==> src/nssc_pkg.sv <==
// package of constants and carriers for the nibble swap and subtract datapath
package nssc_pkg;

  localparam int unsigned DATA_W        = 8;
  localparam int unsigned NIBBLE_W      = 4;
  localparam int unsigned FILE_ADDR_W   = 7;
  localparam logic        DEST_ACC      = 1'b0;
  localparam logic        DEST_FILE     = 1'b1;
  localparam logic [7:0]  ACC_RESET     = 8'h00;
  localparam logic        CARRY_RESET   = 1'b0;
  localparam int unsigned OP_CYCLES     = 1;

  typedef enum logic [1:0] {
    NSSC_OP_NONE,
    NSSC_OP_SWAP,
    NSSC_OP_SUB_LIT,
    NSSC_OP_SUB_REG
  } nssc_op_e;

  // one instruction as issued by decode
  typedef struct packed {
    logic                   valid;
    nssc_op_e               op;
    logic                   dest;
    logic [FILE_ADDR_W-1:0] addr;
    logic [DATA_W-1:0]      file_data;
    logic [DATA_W-1:0]      literal;
  } nssc_req_s;

  // file register write-back port
  typedef struct packed {
    logic                   we;
    logic [FILE_ADDR_W-1:0] addr;
    logic [DATA_W-1:0]      data;
  } nssc_fwr_s;

endpackage

==> src/nssc_datapath.sv <==
// nibble swap and subtract datapath with accumulator and carry flag
//
// How it works
// - swap exchanges upper and lower nibbles
// - swap dest 0 writes accumulator only
// - swap dest 1 writes back same register
// - positive difference sets carry
// - zero difference sets carry
// - negative difference clears carry, wraps result
// - literal minus accumulator always to accumulator
// - register minus accumulator, dest selects target
`timescale 1ns/100ps

module nssc_datapath #(
  parameter int unsigned DATA_W = nssc_pkg::DATA_W
) (
  input  wire logic               i_clock,
  input  wire logic               i_rst,
  input  wire nssc_pkg::nssc_req_s i_req,
  output nssc_pkg::nssc_fwr_s     o_file_wr,
  output logic [DATA_W-1:0]       o_acc,
  output logic                    o_carry,
  output logic                    o_done
);

  // the carriers and the helper functions are tied to the package width
  if (DATA_W != nssc_pkg::DATA_W) begin : g_width_check
    $error("nssc_datapath: DATA_W must equal the package data width");
  end
  // the swap needs exactly two nibbles per word
  if (nssc_pkg::DATA_W != 2 * nssc_pkg::NIBBLE_W) begin : g_nibble_check
    $error("nssc_datapath: data width must be two nibbles");
  end
  // every operation answers on the edge after it is taken
  if (nssc_pkg::OP_CYCLES != 1) begin : g_cycle_check
    $error("nssc_datapath: only single cycle operation is supported");
  end

  typedef struct packed {
    logic [nssc_pkg::DATA_W-1:0]      acc;
    logic                             carry;
    logic                             done;
    logic                             fwe;
    logic [nssc_pkg::FILE_ADDR_W-1:0] faddr;
    logic [nssc_pkg::DATA_W-1:0]      fdata;
  } nssc_state_s;

  nssc_state_s state_reg;
  nssc_state_s state_next;

  function automatic logic [nssc_pkg::DATA_W-1:0] swap_nibbles(input logic [nssc_pkg::DATA_W-1:0] v);
    swap_nibbles = {v[nssc_pkg::NIBBLE_W-1:0], v[nssc_pkg::DATA_W-1:nssc_pkg::NIBBLE_W]};
  endfunction

  // minuend minus accumulator; carry high means no borrow
  function automatic logic [nssc_pkg::DATA_W:0] sub_no_borrow(input logic [nssc_pkg::DATA_W-1:0] m,
                                                              input logic [nssc_pkg::DATA_W-1:0] s);
    logic [nssc_pkg::DATA_W:0] d;
    d = {1'b0, m} - {1'b0, s};
    sub_no_borrow = {~d[nssc_pkg::DATA_W], d[nssc_pkg::DATA_W-1:0]};
  endfunction

  // taken when valid and not the empty code
  function automatic logic op_taken(input nssc_pkg::nssc_req_s req);
    op_taken = req.valid && (req.op != nssc_pkg::NSSC_OP_NONE);
  endfunction

  // literal subtract ignores dest and always lands in the accumulator
  function automatic logic goes_to_file(input nssc_pkg::nssc_req_s req);
    if (req.op == nssc_pkg::NSSC_OP_SUB_LIT) begin
      goes_to_file = 1'b0;
    end else begin
      goes_to_file = (req.dest == nssc_pkg::DEST_FILE);
    end
  endfunction

  function automatic logic [nssc_pkg::DATA_W-1:0] minuend_of(input nssc_pkg::nssc_req_s req);
    if (req.op == nssc_pkg::NSSC_OP_SUB_LIT) begin
      minuend_of = req.literal;
    end else begin
      minuend_of = req.file_data;
    end
  endfunction

  always_comb begin
    logic [nssc_pkg::DATA_W:0]   diff;
    logic [nssc_pkg::DATA_W-1:0] result;
    diff            = '0;
    result          = '0;
    state_next      = state_reg;
    state_next.fwe  = 1'b0;
    state_next.done = 1'b0;
    if (op_taken(i_req)) begin
      state_next.done = 1'b1;
      case (i_req.op)
        nssc_pkg::NSSC_OP_SWAP: begin
          // flags untouched
          result = swap_nibbles(i_req.file_data);
        end
        nssc_pkg::NSSC_OP_SUB_LIT: begin
          diff             = sub_no_borrow(minuend_of(i_req), state_reg.acc);
          state_next.carry = diff[nssc_pkg::DATA_W];
          result           = diff[nssc_pkg::DATA_W-1:0];
        end
        nssc_pkg::NSSC_OP_SUB_REG: begin
          diff             = sub_no_borrow(minuend_of(i_req), state_reg.acc);
          state_next.carry = diff[nssc_pkg::DATA_W];
          result           = diff[nssc_pkg::DATA_W-1:0];
        end
        default: begin
          result = '0;
        end
      endcase
      if (goes_to_file(i_req)) begin
        // accumulator keeps its value on a file write-back
        state_next.fwe   = 1'b1;
        state_next.faddr = i_req.addr;
        state_next.fdata = result;
      end else begin
        state_next.acc = result;
      end
    end
  end

  always_ff @(posedge i_clock or posedge i_rst) begin
    if (i_rst) begin
      state_reg.acc   <= nssc_pkg::ACC_RESET;
      state_reg.carry <= nssc_pkg::CARRY_RESET;
      state_reg.done  <= 1'b0;
      state_reg.fwe   <= 1'b0;
      state_reg.faddr <= '0;
      state_reg.fdata <= '0;
    end else begin
      state_reg <= state_next;
    end
  end

  assign o_acc          = state_reg.acc;
  assign o_carry        = state_reg.carry;
  assign o_done         = state_reg.done;
  assign o_file_wr = '{we: state_reg.fwe, addr: state_reg.faddr, data: state_reg.fdata};

endmodule

==> config.mk <==
export PLATFORM = sky130hd
export DESIGN_NAME = nssc_datapath
export DESIGN_NICKNAME = d
export VERILOG_FILES = /design/src/nssc_pkg.sv /design/src/nssc_datapath.sv
export SDC_FILE = /design/constraint.sdc
export NUM_CORES = 1
export LEC_CHECK = 0
export BUFFER_PORTS_ARGS = -buffer_cell sky130_fd_sc_hd__buf_2
export CAP_MARGIN = 10
export CORE_MARGIN = 2
export CORE_UTILIZATION = 52
export CTS_CLUSTER_SIZE = 28
export DETAILED_ROUTE_END_ITERATION = 10
export HOLD_SLACK_MARGIN = 0.12
export PLACE_DENSITY = 0.8
export SETUP_SLACK_MARGIN = 0.4
export SYNTH_ARGS = -nofsm -noshare
export SYNTH_HDL_FRONTEND = slang
export SYNTH_SLANG_ARGS = --single-unit
==> constraint.sdc <==
create_clock -name i_clock -period 2.8 [get_ports i_clock]
set_clock_uncertainty 0.15 [all_clocks]
set_input_delay 0.28 -clock i_clock [delete_from_list [all_inputs] [get_ports i_clock]]
set_output_delay 0.28 -clock i_clock [all_outputs]
set_load 0.01 [all_outputs]
==> flow_summary.ini <==
[final_layout]
multi_input_area_um2 = 1180
fin_nets = 336
fill_cells = 297
drive_gt1_share_pct = 29.7
area_growth_pct = 25.7
final_cells = 332
seq_area_um2 = 652
antenna_cells = 0
final_util_pct = 69.8
fin_area_um2 = 2380

[run_status]
status = complete, no violations

[synthesis]
synth.area.top_cells = dfrtp_1 34%, ha_1 11%, nand2_1 7.7%
syn_area_um2 = 1900
synth_top_area_share_pct = 34.3
synth_nets = 268
ys_ff_latch = 26
synth_edf_count = 0
ys.flop_type = dfrtp_1
seq_area_frac_synth_pct = 34.3
ys_types = 45
netlist_instances = 220
yosysTopAreaCell = dfrtp_1
synth.avg_cell_area_um2 = 8.62
ys_warn_count = 0
synthArstFlopShare_pct = 100

[floorplan]
start_util_pct = 55.5
die-area_um2 = 4150
dieHeight_um = 64.4
die_w_um = 64.4
io_pins = 55
core_area_um2 = 3420
rows = 21

[placement]
hpwl_um = 3950
dpl.cell_count = 320
place_congestion = 0.967
placed_cell_area_um2 = 2240
port_buffers = 54

[critical_path]
path_cells = buf_2, nand2b_2, mux2i_1, ha_1, fa_2, nor2b_1, o21ai_2, o2111a_1, a221oi_1, nand2b_1, o221ai_1
critPathBufInv = 1
crit_fanout = 4
arrival_ns = 2.32
worst_setup_path_end_kind = flip-flop
crit_path_start_kind = input port
crit_required_ns = 2.84
r2r_cells = 8
critPathMaxStageDelay_ns = 0.36
crit_type = input port to flip-flop
path_delay_family = compound AO/OA/AOI/OAI gates
crit_cells = 11
slowest_stage = fa_2

[grt]
antenna_found_initial = 0
first_global_vias = 1803
grt_max_degree = 27
grt_first_pass_wirelength_um = 8350
grt_overflow = 0
grt.total_usage_pct = 25.8

[timing]
hold_violations = 0
slew_headroom_pct = 37.1
post-route-period-util_pct = 81.6
rsz0062_at_grt = no
fmax_ghz = 0.438
worst_slew_pin_slew_ns = 0.943
slew_viol_final = 0
setup_viol = 0
min_period_ns = 2.28
holdWs_ns = 0.124
tns_ns = 0

[power]
vdd_drop_max_mv = 0.512
power.density_nw_per_um2 = 665
p_sw_uw = 665
power_frac_seq_pct = 32.8
power_frac_comb_pct = 57.7
swShare_pct = 42.0
intPower_uw = 918
clkPwrFrac_pct = 9.5
p_leak_uw = 0.00121

[route]
wl_per_cell_um = 14.7
drt_wl_total_um = 4880
drc = 0
ant_nets = 0
num_vias = 1881
dr.pass1.iters = 4
via_per_inst = 5.67
drtIter0Drc = 110

[cts]
cts_tree = done
cts_max_level = 1
root_buffer = clkbuf_4
cts_buffers = 3
cts.sinks = 26
clock_latency_ns = 0.31
clk_pin_slew_ns = 0.13
clock_path_buffers = 2

[hold_path]
hold_depth = 3
min_path_type = input port to flip-flop

[run]
cap_violations = 0
## worst reg2reg max path, delay by kind of cell, from the launching register on
kind	cells	cell delay, ns
adders and majority gates	2	0.58
and+or+nand+nor	2	0.29
AOI/OAI and AO/OA	4	0.67
DFF	1	0.46
## kinds of logic (layout without fill, tap and decap cells)
kind of cell               after synthesis  after routing  synth area share [%]
and+or+nand+nor                         72             72                  17.2
AOI/OAI and AO/OA                       63             63                  20.8
DFF                                     26             26                  34.3
buffers and inverters                   23             89                  5.41
adders and majority gates               19             19                  13.3
muxes                                   10             10                  5.74
xor gates and xnor gates                 7              7                  3.23
## synth_stat cells (all sizes together), types with 2 or more instances
cell type / instances
xnor2: 4
mux2: 7
o21ai: 20
nand2b: 5
nor3: 3
a22oi: 3
fa: 2
nor2b: 5
ha: 17
nand3: 2
a21o: 2
mux2i: 3
inv: 15
dfrtp: 26
xor2: 3
a31oi: 2
a21boi: 2
nand2: 39
nor2: 13
a221oi: 2
o21a: 2
clkbuf: 2
a21oi: 19
buf: 6
o211ai: 3
## layout make-up
class	instances	area share, %
Timing Repair Buffer	71	17.5
Tap cell	46	2.41
Inverter	15	2.36
Sequential cell	26	27.3
Clock buffer	3	0.945
Multi-Input combinational cell	171	49.4
## state kept, by name, indices dropped and copies added (netlist names)
name	flops
o_file_wr	16
o_acc	8
o_carry	1
o_done	1
## through the flow
step	worst slack, ns	power (uW)
finish	0.517	1580
floorplan	0.404	1130
CTS	0.412	1560
detailed placement	0.180	1400
global route	0.402	1720
global placement	0.210	1380
## final timing paths
| kind | endpoint | slack, ns | from |
|---|---|---|---|
| max in group asynchronous | o_acc[0] | 1.31 | i_rst |
| min in group asynchronous | o_file_wr[13] | 0.56 | i_rst |
| min | o_file_wr[4] | 0.12 | i_req[8] |
| min reg2reg | o_file_wr[3] | 0.34 | o_file_wr[3] |
| max reg2reg | o_acc[6] | 0.52 | o_acc[0] |
| max | o_acc[6] | 0.52 | i_req[24] |
## layout by cell type, fill, tap and decap left out, types with 3 or more instances in the layout
master | synthesis | routed
a21oi_1 | 16 | 14
a21oi_2 | 3 | 5
a22oi_1 | 3 | 3
buf_2 | 4 | 54
buf_4 | 1 | 9
clkbuf_4 | 0 | 3
dfrtp_1 | 26 | 25
dlygate4sd3_1 | 0 | 8
ha_1 | 17 | 17
inv_1 | 15 | 15
mux2_1 | 3 | 3
mux2_2 | 4 | 4
mux2i_1 | 3 | 3
nand2_1 | 39 | 39
nand2b_1 | 5 | 4
nor2_1 | 12 | 12
nor2b_1 | 5 | 4
nor3_1 | 3 | 3
o211ai_1 | 3 | 3
o21ai_0 | 11 | 11
o21ai_1 | 9 | 8
xnor2_1 | 4 | 4
xor2_1 | 3 | 3
## per-layer routing
metal  track usage, %  routed length (um)  share of wire [%]
met5                0                   0                  0
met3             4.93                 311                6.4
met1             32.4                1990                 41
met4             6.91                 114                2.3
met2             45.2                2470                 51
## timing repair
item / in CTS / in global routing
endpoints found under the setup margin: 0 / 6
hold endpoints to repair: 33 / 0
hold buffers: 8 / 0
gates resized for setup: 0 / 9
buffers inserted: 0 / 1
## power groups by stage
| stage | registers (uW) | clock network (uW) | logic [uW] |
|---|---|---|---|
| 3_3_place_gp | 525 | 0 | 851 |
| 4_1_cts | 520 | 154 | 882 |
| 2_1_floorplan | 571 | 0 | 559 |
| 3_5_place_dp | 529 | 0 | 869 |
| 5_1_grt | 532 | 171 | 1020 |
| 6_report | 520 | 150 | 914 |
No activity file was read; power rests on OpenSTA's default activity.
